**config.mk**
```make
export PLATFORM = sky130hd
export DESIGN_NAME = eee_lpi_ctrl
export DESIGN_NICKNAME = d
export VERILOG_FILES = /design/src/rtl/eee_pkg.sv /design/src/rtl/eee_lpi_ctrl.sv /design/src/rtl/eee_unit_timer.sv /design/src/rtl/eee_load_cmp.sv
export SDC_FILE = /design/constraint.sdc
export NUM_CORES = 1
export LEC_CHECK = 0
export BUFFER_PORTS_ARGS = -buffer_cell sky130_fd_sc_hd__buf_2
export CAP_MARGIN = 20
export CORE_UTILIZATION = 59
export CTS_CLUSTER_DIAMETER = 40
export DETAILED_ROUTE_END_ITERATION = 10
export GPL_ROUTABILITY_DRIVEN = 0
export GPL_TIMING_DRIVEN = 1
export MAX_ROUTING_LAYER = met4
export PLACE_DENSITY = 0.78
export SYNTH_ARGS = -nofsm -noshare
export SYNTH_HDL_FRONTEND = slang
export SYNTH_HIERARCHICAL = 1
export SYNTH_SLANG_ARGS = --single-unit
```
**constraint.sdc**
```tcl
create_clock -name mclk -period 8 [get_ports mclk]
set_clock_uncertainty 0.2 [all_clocks]
set_input_delay 2.4 -clock mclk [delete_from_list [all_inputs] [get_ports mclk]]
set_output_delay 2.4 -clock mclk [all_outputs]
set_load 0.03 [all_outputs]
```
**src/rtl/eee_pkg.sv**
```systemverilog
// Package: register map, field positions, reset values and timing counts
package eee_pkg;
  localparam logic [7:0] OFF_NEG_STATUS = 8'hf0;
  localparam logic [7:0] OFF_RECOVERY = 8'hf2;
  localparam logic [7:0] OFF_NP_CTRL = 8'hf3;
  localparam logic [7:0] OFF_IDLE_WAIT = 8'hf4;
  localparam logic [7:0] OFF_LOAD_THRESH = 8'hf6;
  localparam logic [7:0] OFF_INT_STATUS = 8'hf8;
  localparam logic [7:0] OFF_INT_MASK = 8'hfa;
  localparam logic [7:0] OFF_EEE_CTRL = 8'hfc;
  localparam int BIT_NP_ABLE = 2;
  localparam int BIT_PAGE_RX = 1;
  localparam int BIT_PARTNER_AN = 0;
  localparam int BIT_P2_NP_EN = 1;
  localparam int BIT_P1_NP_EN = 0;
  localparam int BIT_EEE_EN = 0;
  localparam int INT_PAGE_RX = 0;
  localparam int INT_LPI_REQ = 1;
  localparam int INT_LOAD_EXIT = 2;
  localparam int INT_RECOVERED = 3;
  localparam logic [7:0] RST_RECOVERY = 8'h27;
  localparam logic [15:0] RST_IDLE_WAIT = 16'h03e8;
  localparam logic [7:0] RST_LOAD_THRESH = 8'h04;
  localparam logic [7:0] RST_NP_CTRL = 8'h02;
  localparam logic [15:0] RST_NEG_STATUS_HI = 16'h8060;
  localparam int CLK_PERIOD_PS = 25000;
  localparam int RECOVERY_UNIT_PS = 640000;
  localparam int IDLE_UNIT_NS = 1300000;
  // Rounded up so the transmit hold never falls short of the programmed time
  localparam int RECOVERY_UNIT_CYC = (RECOVERY_UNIT_PS + CLK_PERIOD_PS - 1) / CLK_PERIOD_PS;
  localparam int IDLE_UNIT_CYC = IDLE_UNIT_NS / (CLK_PERIOD_PS / 1000);
  localparam int LOAD_UNIT_BYTES = 128;
endpackage

```
**src/rtl/eee_lpi_ctrl.sv**
```systemverilog
// Top: EEE low power idle control registers, timers and interrupt
module eee_lpi_ctrl #(
  parameter int NPORTS = 3,
  parameter int UW = 16,
  parameter int IDLE_UNIT = eee_pkg::IDLE_UNIT_CYC
) (
  input wire logic mclk,
  input wire logic resetn,
  input wire logic [7:0] addr,
  input wire logic [15:0] wdata,
  input wire logic wr,
  input wire logic rd,
  output logic [15:0] rdata,
  input wire logic page_rx,
  input wire logic partner_an_able,
  input wire logic [NPORTS-1:0] queue_empty,
  input wire logic [NPORTS*UW-1:0] buffer_usage,
  input wire logic p2_lpi_exit,
  output logic p1_np_en,
  output logic p2_np_en,
  output logic lpi_request,
  output logic lpi_terminate,
  output logic p2_tx_hold,
  output logic irq
);
  logic [7:0] recovery;
  logic [7:0] np_ctrl;
  logic [15:0] idle_wait;
  logic [7:0] load_thresh;
  logic eee_en;
  logic page_flag;
  logic partner_an;
  logic [3:0] int_status;
  logic [3:0] int_mask;
  logic [3:0] events;
  logic [NPORTS-1:0] over;
  logic [NPORTS-1:0] idle_done;
  logic any_over;
  logic all_idle;
  logic rec_run;
  logic rec_done;
  logic status_rd;
  logic next_lpi_request;
  logic [15:0] next_rdata;

  always_ff @(posedge mclk) begin
    if (!resetn) begin
      recovery <= eee_pkg::RST_RECOVERY;
      np_ctrl <= eee_pkg::RST_NP_CTRL;
      idle_wait <= eee_pkg::RST_IDLE_WAIT;
      load_thresh <= eee_pkg::RST_LOAD_THRESH;
      eee_en <= 1'b1;
      int_mask <= 4'h0;
    end else if (wr) begin
      unique case (addr)
        eee_pkg::OFF_RECOVERY: recovery <= wdata[7:0];
        eee_pkg::OFF_NP_CTRL: np_ctrl <= {wdata[7:6], 4'h0, wdata[1:0]};
        eee_pkg::OFF_IDLE_WAIT: idle_wait <= wdata;
        eee_pkg::OFF_LOAD_THRESH: load_thresh <= wdata[7:0];
        eee_pkg::OFF_INT_MASK: int_mask <= wdata[3:0];
        eee_pkg::OFF_EEE_CTRL: eee_en <= wdata[eee_pkg::BIT_EEE_EN];
        default: ;
      endcase
    end
  end

  always_ff @(posedge mclk) begin
    if (!resetn) begin
      p1_np_en <= 1'b0;
      p2_np_en <= 1'b1;
    end else begin
      p2_np_en <= np_ctrl[eee_pkg::BIT_P2_NP_EN];
      p1_np_en <= np_ctrl[eee_pkg::BIT_P1_NP_EN];
    end
  end

  assign status_rd = rd && (addr == eee_pkg::OFF_NEG_STATUS);

  // Set wins over the read-clear so a page in the read cycle is kept
  always_ff @(posedge mclk) begin
    if (!resetn) begin
      page_flag <= 1'b0;
      partner_an <= 1'b0;
    end else begin
      partner_an <= partner_an_able;
      if (page_rx) begin
        page_flag <= 1'b1;
      end else if (status_rd) begin
        page_flag <= 1'b0;
      end
    end
  end

  for (genvar i = 0; i < NPORTS; i++) begin : g_port
    eee_unit_timer #(.UNIT_CYC(IDLE_UNIT), .CW(16)) u_idle (
      .mclk(mclk),
      .resetn(resetn),
      .run(eee_en && queue_empty[i]),
      .limit(idle_wait),
      .expired(idle_done[i])
    );
    eee_load_cmp #(.UW(UW)) u_cmp (
      .usage(buffer_usage[i*UW +: UW]),
      .thresh(load_thresh),
      .over(over[i])
    );
  end

  assign all_idle = &idle_done;
  assign any_over = |over;
  // Timer clears on any traffic, so a lone empty port does not request idle
  assign next_lpi_request = eee_en && all_idle && !any_over;

  always_ff @(posedge mclk) begin
    if (!resetn) begin
      lpi_request <= 1'b0;
      lpi_terminate <= 1'b0;
    end else begin
      lpi_request <= next_lpi_request;
      lpi_terminate <= any_over;
    end
  end

  eee_unit_timer #(.UNIT_CYC(eee_pkg::RECOVERY_UNIT_CYC), .CW(8)) u_recover (
    .mclk(mclk),
    .resetn(resetn),
    .run(rec_run),
    .limit(recovery),
    .expired(rec_done)
  );

  always_ff @(posedge mclk) begin
    if (!resetn) begin
      rec_run <= 1'b0;
      p2_tx_hold <= 1'b0;
    end else if (p2_lpi_exit) begin
      rec_run <= 1'b1;
      p2_tx_hold <= 1'b1;
    end else if (rec_done) begin
      rec_run <= 1'b0;
      p2_tx_hold <= 1'b0;
    end
  end

  assign events = {rec_done, any_over && !lpi_terminate, next_lpi_request && !lpi_request,
                   page_rx};

  always_ff @(posedge mclk) begin
    if (!resetn) begin
      int_status <= 4'h0;
    end else begin
      int_status <= events | ((rd && addr == eee_pkg::OFF_INT_STATUS) ? 4'h0 : int_status);
    end
  end

  always_ff @(posedge mclk) begin
    if (!resetn) begin
      irq <= 1'b0;
    end else begin
      irq <= |(int_status & int_mask);
    end
  end

  always_comb begin
    next_rdata = 16'h0;
    unique case (addr)
      eee_pkg::OFF_NEG_STATUS: begin
        next_rdata = eee_pkg::RST_NEG_STATUS_HI;
        next_rdata[eee_pkg::BIT_NP_ABLE] = 1'b1;
        next_rdata[eee_pkg::BIT_PAGE_RX] = page_flag;
        next_rdata[eee_pkg::BIT_PARTNER_AN] = partner_an;
      end
      eee_pkg::OFF_RECOVERY: next_rdata = {8'h00, recovery};
      eee_pkg::OFF_NP_CTRL: next_rdata = {8'h00, np_ctrl};
      eee_pkg::OFF_IDLE_WAIT: next_rdata = idle_wait;
      eee_pkg::OFF_LOAD_THRESH: next_rdata = {8'h00, load_thresh};
      eee_pkg::OFF_INT_STATUS: next_rdata = {12'h000, int_status};
      eee_pkg::OFF_INT_MASK: next_rdata = {12'h000, int_mask};
      eee_pkg::OFF_EEE_CTRL: next_rdata = {15'h0000, eee_en};
      default: next_rdata = 16'h0;
    endcase
  end

  always_ff @(posedge mclk) begin
    if (!resetn) begin
      rdata <= 16'h0;
    end else if (rd) begin
      rdata <= next_rdata;
    end else begin
      rdata <= 16'h0;
    end
  end

  property p_np_able;
    @(posedge mclk) disable iff (!resetn)
    rd && addr == eee_pkg::OFF_NEG_STATUS |=> rdata[2];
  endproperty
  a_np_able: assert property (p_np_able) else $error("next page able not read as one");

  property p_page_latch;
    @(posedge mclk) disable iff (!resetn)
    page_rx |=> page_flag;
  endproperty
  a_page_latch: assert property (p_page_latch) else $error("page flag not latched");

  property p_page_clear;
    @(posedge mclk) disable iff (!resetn)
    status_rd && !page_rx |=> !page_flag;
  endproperty
  a_page_clear: assert property (p_page_clear) else $error("page flag not cleared");

  property p_partner;
    @(posedge mclk) disable iff (!resetn)
    partner_an_able |=> partner_an;
  endproperty
  a_partner: assert property (p_partner) else $error("partner ability not shown");

  property p_hold_start;
    @(posedge mclk) disable iff (!resetn)
    p2_lpi_exit && recovery != 8'h00 |=> p2_tx_hold [*8];
  endproperty
  a_hold_start: assert property (p_hold_start) else $error("transmit hold too short");

  property p_np_follow;
    @(posedge mclk) disable iff (!resetn)
    ##1 (p2_np_en == $past(np_ctrl[1])) && (p1_np_en == $past(np_ctrl[0]));
  endproperty
  a_np_follow: assert property (p_np_follow) else $error("next page enable mismatch");

  property p_req_eee;
    @(posedge mclk) disable iff (!resetn)
    lpi_request |-> $past(eee_en);
  endproperty
  a_req_eee: assert property (p_req_eee) else $error("idle request without EEE");

  property p_terminate;
    @(posedge mclk) disable iff (!resetn)
    any_over |=> lpi_terminate && !lpi_request;
  endproperty
  a_terminate: assert property (p_terminate) else $error("load did not end idle");

  property p_req_all;
    @(posedge mclk) disable iff (!resetn)
    lpi_request |-> $past(&queue_empty);
  endproperty
  a_req_all: assert property (p_req_all) else $error("request with busy queue");

  property p_hold_keep;
    @(posedge mclk) disable iff (!resetn)
    p2_tx_hold && !rec_done |=> p2_tx_hold;
  endproperty
  a_hold_keep: assert property (p_hold_keep) else $error("hold ended early");

  property p_hold_end;
    @(posedge mclk) disable iff (!resetn)
    rec_done && !p2_lpi_exit |=> !p2_tx_hold;
  endproperty
  a_hold_end: assert property (p_hold_end) else $error("hold not released");

  property p_hold_event;
    @(posedge mclk) disable iff (!resetn)
    rec_done |=> int_status[eee_pkg::INT_RECOVERED];
  endproperty
  a_hold_event: assert property (p_hold_event) else $error("recovery not flagged");

  property p_page_event;
    @(posedge mclk) disable iff (!resetn)
    page_rx |=> int_status[eee_pkg::INT_PAGE_RX];
  endproperty
  a_page_event: assert property (p_page_event) else $error("page not flagged");

  property p_req_event;
    @(posedge mclk) disable iff (!resetn)
    next_lpi_request && !lpi_request |=> int_status[eee_pkg::INT_LPI_REQ];
  endproperty
  a_req_event: assert property (p_req_event) else $error("request not flagged");

  property p_req_off;
    @(posedge mclk) disable iff (!resetn)
    !eee_en |=> !lpi_request;
  endproperty
  a_req_off: assert property (p_req_off) else $error("request with EEE off");

  property p_term_req;
    @(posedge mclk) disable iff (!resetn)
    lpi_terminate |-> !lpi_request;
  endproperty
  a_term_req: assert property (p_term_req) else $error("request during load");

  property p_load_event;
    @(posedge mclk) disable iff (!resetn)
    any_over && !lpi_terminate |=> int_status[eee_pkg::INT_LOAD_EXIT];
  endproperty
  a_load_event: assert property (p_load_event) else $error("load not flagged");

  c_page: cover property (@(posedge mclk) disable iff (!resetn) page_rx ##1 status_rd);
  c_req: cover property (@(posedge mclk) disable iff (!resetn) $rose(lpi_request));
  c_hold: cover property (@(posedge mclk) disable iff (!resetn) $fell(p2_tx_hold));
  c_irq: cover property (@(posedge mclk) disable iff (!resetn) $rose(irq));
  c_term: cover property (@(posedge mclk) disable iff (!resetn) $rose(lpi_terminate));
endmodule

```
**src/rtl/eee_unit_timer.sv**
```systemverilog
// Unit timer: counts whole units of a base tick against a programmed limit
module eee_unit_timer #(
  parameter int UNIT_CYC = 26,
  parameter int CW = 16
) (
  input wire logic mclk,
  input wire logic resetn,
  input wire logic run,
  input wire logic [CW-1:0] limit,
  output logic expired
);
  logic [31:0] tick;
  logic [CW-1:0] units;
  logic unit_done;

  assign unit_done = (tick == 32'(UNIT_CYC - 1));

  always_ff @(posedge mclk) begin
    if (!resetn || !run) begin
      tick <= 32'h0;
      units <= '0;
    end else if (unit_done) begin
      tick <= 32'h0;
      if (units != limit) begin
        units <= units + 1'b1;
      end
    end else if (units != limit) begin
      tick <= tick + 32'h1;
    end
  end

  // Limit reached means the full programmed span has elapsed
  assign expired = run && (units == limit);
endmodule

```
**src/rtl/eee_load_cmp.sv**
```systemverilog
// Load comparator: one port's buffer usage against the shared threshold
module eee_load_cmp #(
  parameter int UW = 16
) (
  input wire logic [UW-1:0] usage,
  input wire logic [7:0] thresh,
  output logic over
);
  localparam int SHIFT = $clog2(eee_pkg::LOAD_UNIT_BYTES);
  logic [UW+SHIFT-1:0] limit_bytes;

  assign limit_bytes = {{(UW - 8){1'b0}}, thresh, {SHIFT{1'b0}}};
  assign over = {{SHIFT{1'b0}}, usage} > limit_bytes;
endmodule

```
# Word level (Yosys, flattened, before mapping)
# Index checks and enable logic that the tools add are counted.
# totals
regBits,253
latch_bits,0
mem_bits_rw,0
mem_bits_ro,0
word_cells,108
n_memories,0
# op_classes
n_addsub,8
mul,0
div,0
magnitude_cmp,3
n_eq_ne,20
shift,0
mux,6
bitwise_logic,2
n_reduce_logical,45
# op_table
operator,count
"adder 32 x 1 -> 32 bit, second input constant",4
one-hot mux 16 bit (8 select lines),1
"== test 32 x 16 -> 1 bit, second input constant",3
"== test 8 bit, second input constant",8
"adder 16 x 1 -> 16 bit, second input constant",3
== test 16 bit,3
greater-than comparator 16 x 15 -> 1 bit,3
inequality test 16 bit,3
"== test 32 x 5 -> 1 bit, second input constant",1
AND reduction 2 bit,11
logical AND 1 bit,13
"adder 8 x 1 -> 8 bit, second input constant",1
== test 8 bit,1
logical NOT 1 bit,8
inequality test 8 bit,1
OR reduction 2 bit,4
bitwise AND 4 bit,1
logical OR 1 bit,4
two-way mux 1 bit,4
two-way mux 4 bit,1
OR 4 bit,1
nonzero test 2 bit,2
OR reduction 4 bit,1
AND reduction 3 bit,1
OR reduction 3 bit,1

# Logic depth before layout (Yosys ltp)
# depth
word_depth,7
mapped_depth,10
ltp_nobuf,10

# Cells and area by module
# The synthesis kept the hierarchy.
# by_module_without_submodules
mod,n_inst,cells_per_inst,area_per_inst_um2,seq_area_each_um2
eee_unit_timer (g_port[0].u_idle ...),3,338,2776.4,960.9
eee_lpi_ctrl,1,294,2855.2,1381.3
eee_unit_timer (u_recover),1,266,2209.6,800.8
eee_load_cmp,3,33,240.2,0.0

# Least setup slack after synthesis
# Ideal clock, no wire load.
# synth_timing
kind,input port to flip-flop
from,in buffer_usage[29]
to,reg int_status[1]
arrival_ns,3.685
required_ns,7.740
path_slack_ns,4.055
cell_stages,7
n_path_buf,0
cell_sequence,ha_1 -> a21o_1 -> a211oi_1 -> a21oi_1 -> nor3_1 -> and3_1 -> a32o_1
# synth_via
elab_chain_cells,6
# synth_rtl
item,line_no,rtl
"start, declared",eee_lpi_ctrl.sv:17,"input wire logic [NPORTS*UW-1:0] buffer_usage,"
greater-than comparator 16 x 15 -> 1 bit,eee_load_cmp.sv:13,"assign over = {{SHIFT{1'b0}}, usage} > limit_bytes;"
named net over[1],eee_lpi_ctrl.sv:36,logic [NPORTS-1:0] over;
OR reduction 3 bit,eee_lpi_ctrl.sv:110,assign any_over = |over;
logical NOT 1 bit,eee_lpi_ctrl.sv:112,assign next_lpi_request = eee_en && all_idle && !any_over;
logical AND 1 bit,eee_lpi_ctrl.sv:112,
logical AND 1 bit,eee_lpi_ctrl.sv:145,"assign events = {rec_done, any_over && !lpi_terminate, next_lpi_request && !lpi_request,"
OR 4 bit,eee_lpi_ctrl.sv:152,int_status <= events | ((rd && addr == eee_pkg::OFF_INT_STATUS) ? 4'h0 : int_status);
"end signal, assigned",eee_lpi_ctrl.sv:152,
"end, declared",eee_lpi_ctrl.sv:33,logic [3:0] int_status;
# The timed path passes the listed nets, and every way through them passes these cells.
# A chain may end at the register's enable or synchronous reset.

# Final worst setup path
# layout_timing
from,in resetn
to,reg g_port[1].u_idle.tick[6]
# layout_via
elab_chain_cells,3
# layout_rtl
item,line_no,rtl
"start, declared",eee_lpi_ctrl.sv:8,"input wire logic resetn,"
logical NOT 1 bit,eee_unit_timer.sv:19,if (!resetn || !run) begin
logical OR 1 bit,eee_unit_timer.sv:19,
OR reduction 2 bit (no line),--,
"end signal, assigned",eee_unit_timer.sv:28,tick <= tick + 32'h1;
"end, declared",eee_unit_timer.sv:12,logic [31:0] tick;
# Every way passes these cells.

==> flow_summary.yaml <==
timing:
  setup_tns_ns: 0
  final.min_clock_period_ns: 4.49
  tightest_slew_ns: 1.04
  hold_viol_final: 0
  period_share: 0.561
  rsz0062_at_grt: "false"
  timing.fmax_ghz: 0.223
  maxSlewHeadroom: 0.305
  setup_viol: 0
  final_max_slew_viol_count: 0
worst_setup_path:
  end_kind: "flop"
  critPathLaunchType: "input port"
  path_max_fanout: 63
  r2r-start: "g_port[0].u_idle/tick[20]"
  critPathKind: "input port to flop"
  r2r-end: "g_port[0].u_idle/tick[2]"
  r2r_cells: 5
  worstPathRequired_ns: 8.25
  rrSetupSlack_ns: 4.98
  critPathArrivalTime_ns: 4.74
power:
  total_power_w: 0.00305
  internal_power_w: 0.00236
  sw_frac_of_total: 0.228
  power_density_mw_per_mm2: 192
  p_switching_w: 0.000695
  p_seq_frac: 0.416
  vdd.ir_drop.worst_mv: 0.149
  p_clk_frac: 0.552
  leakage_nw: 5.22
  combPwrFrac: 0.033
floorplan:
  coreArea_mm2: 0.0235
  initial_core_util: 0.601
  die_y_um: 157
  die_w_um: 157
  die_area_mm2: 0.0245
  rows: 56
  ioPinCount: 104
synthesis:
  yosysSeqAreaShare: 0.359
  synthDistinctLibCells: 72
  synth_area_per_cell_um2: 8.44
  synth_seq_cells: 253
  synth_ff_type: "dfxtp_1"
  netlist_instances: 1673
  ys_warn_count: 6
  async_flop_share: 0
  synth_edf_count: 0
  syn_area_mm2: 0.0141
  syn_nets: 1788
clocking:
  clockBufferDepth: 3
  ctsResizeCount: 0
  cts_buffers: 38
  postCtsSetupBuffers: 0
  clkTransAtPathRegs_ns: 0.06
  hold_buffers: 0
  cts.sink_count: 253
  cts-root-buf: "clkbuf_16"
  cts_max_level: 2
  cts_tree: "done"
  clk_latency_ns: 0.52
global_routing:
  grt_pass1_wl_um: 57800
  antenna_found_initial: 0
  grt_max_degree: 87
  overflow: 0
  grt_usage: 0.289
  grt_pass1_vias: 11952
finish:
  drive_above_1_share: 0.128
  num_antenna_cells: 0
  area_growth_pct: 12.6
  final_net_count: 1833
  multi_input_area_mm2: 0.00837
  fill_cells: 1873
  regArea_mm2: 0.00506
min_path:
  min_to: "int_status[1]"
  hold_depth: 2
  hp-class: "flop to flop"
  min_from: "lpi_request"
place:
  io_buffers: 103
  hpwl_um: 23400
detailed_routing:
  ant_nets: 0
  vias: 13214
  drt-total-wl_um: 35100
  drt_iter0_drc: 1026
  wl_per_cell_um: 17.0
  firstDrtPassIters: 7
  vias_per_cell: 6.40
  drcViolationCount: 0
run_status:
  status: "finished clean"
job:
  drv_cap: 0
-- routing by layer --
metal	vias to the layer above	part of all wire	GRT usage
li1	6466	-	-
met1	6293	0.45	0.389
met2	401	0.47	0.456
met3	54	0.063	0.0393
met4	0	0.016	0.0756
met5	-	0	-
-- synthesized netlist by cell type, types with 5 or more instances --
cell / number / share of area
inv_1: 55 / 0.015
nor2b_1: 25 / 0.011
and2_1: 37 / 0.016
o31ai_1: 109 / 0.058
ha_1: 33 / 0.029
or3_1: 29 / 0.013
a21oi_1: 168 / 0.060
buf_6: 11 / 0.0088
o41ai_1: 7 / 0.0043
a21o_1: 8 / 0.0043
nand2_1: 132 / 0.035
o21ai_0: 36 / 0.013
nand2b_1: 16 / 0.0071
mux2i_1: 37 / 0.026
a21boi_0: 8 / 0.0043
o21a_1: 9 / 0.0048
and4_1: 13 / 0.0081
nor4_4: 6 / 0.0090
and3_1: 20 / 0.0089
a211oi_1: 7 / 0.0037
nor4_2: 5 / 0.0044
nor3_1: 19 / 0.0067
nor2_1: 56 / 0.015
o211ai_1: 18 / 0.0096
dfxtp_1: 253 / 0.36
or4_4: 6 / 0.0048
buf_2: 17 / 0.0060
nor4_1: 26 / 0.012
nand3_1: 97 / 0.034
nand4b_1: 6 / 0.0037
or4_1: 117 / 0.062
clkbuf_1: 72 / 0.019
xnor2_1: 62 / 0.038
nor4b_1: 10 / 0.0062
nand4_1: 71 / 0.031
-- worst max-delay path by stage --
stage	from	endpoint	slack, ns	cells after the start
finish	resetn	g_port[1].u_idle/tick[6]	3.51	6
global route	resetn	g_port[0].u_idle/tick[6]	3.36	6
CTS	resetn	g_port[1].u_idle/tick[6]	3.58	6
detailed placement	resetn	g_port[2].u_idle/tick[6]	3.05	6
global placement	resetn	g_port[2].u_idle/tick[6]	3.07	6
floorplan	buffer_usage[29]	int_status[1]	4.05	7
-- placed cells by master (no fill, tap or decap), types with 5 or more instances in the layout --
cell type / synthesis / final
ha_1: 33 / 33
nor4b_1: 10 / 10
mux2i_1: 37 / 37
a211oi_1: 7 / 7
and2_1: 37 / 37
clkinv_4: 0 / 8
or3_1: 29 / 29
dfxtp_1: 253 / 253
nand2b_1: 16 / 16
nand2_1: 132 / 132
nand4_1: 71 / 71
o211ai_1: 18 / 18
buf_2: 17 / 103
or4_1: 117 / 117
a21oi_1: 168 / 168
nand3_1: 97 / 97
buf_4: 2 / 5
xnor2_1: 62 / 62
o31ai_1: 109 / 109
clkbuf_8: 0 / 5
o21ai_0: 36 / 35
o21a_1: 9 / 9
nor4_1: 26 / 23
inv_1: 55 / 55
or4_4: 6 / 6
nor4_4: 6 / 6
a21boi_0: 8 / 8
o41ai_1: 7 / 7
a21o_1: 8 / 8
nand4b_1: 6 / 6
nor4_2: 5 / 8
nor2_1: 56 / 56
inv_6: 0 / 7
clkbuf_16: 0 / 39
nor3_1: 19 / 19
and4_1: 13 / 13
and3_1: 20 / 20
nor2b_1: 25 / 25
-- state kept, by name (all words and copies together) (netlist names), 8 cells and up --
register,flops
rdata,16
g_port.u_idle/units,48
u_recover/tick,32
idle_wait,16
u_recover/units,8
recovery,8
load_thresh,8
g_port.u_idle/tick,96
-- critical path, stage by stage --
cell	delay [ns]
buf_2	0.08
buf_4	0.43
nand2_1	0.46
a21o_1	0.64
or4_1	0.62
nand2_1	0.08
-- metrics by stage --
stage	hold WS [ns]	std cells	area, µm²	worst slack (ns)	utilization
after CTS	0.282	2066	15900	3.58	0.677
after global placement	0.265	1997	14600	3.07	0.622
after global routing	0.308	2066	15900	3.36	0.677
final	0.280	2066	15900	3.51	0.677
after detailed placement	0.268	1997	14600	3.05	0.622
after floorplan	0.233	1673	14100	4.05	-
-- power by group through the flow --
stage / clock network, W / registers, W / logic [W]
after global routing: 0.00176 / 0.00127 / 0.000109
after global placement: 0 / 0.00130 / 0.0000947
after floorplan: 0 / 0.00130 / 0.0000571
after CTS: 0.00170 / 0.00127 / 0.0000983
final: 0.00168 / 0.00127 / 0.0000993
after detailed placement: 0 / 0.00130 / 0.0000977
-- final cells by class --
cell class | instances | area share
Clock inverter | 23 | 0.0162
Clock buffer | 46 | 0.0662
Tap cell | 319 | 0.0251
Sequential cell | 253 | 0.319
Inverter | 55 | 0.0130
Timing Repair Buffer | 108 | 0.0348
Multi-Input combinational cell | 1262 | 0.526
-- cell families after synthesis --
group	count (synthesis)	synth area share
simple gates	719	0.311
compound gates	406	0.182
flops	253	0.359
buf+inv	158	0.0500
xor+xnor	64	0.0397
mux	40	0.0294
fa+ha+maj	33	0.0293
(Power assumes the default switching activity.)
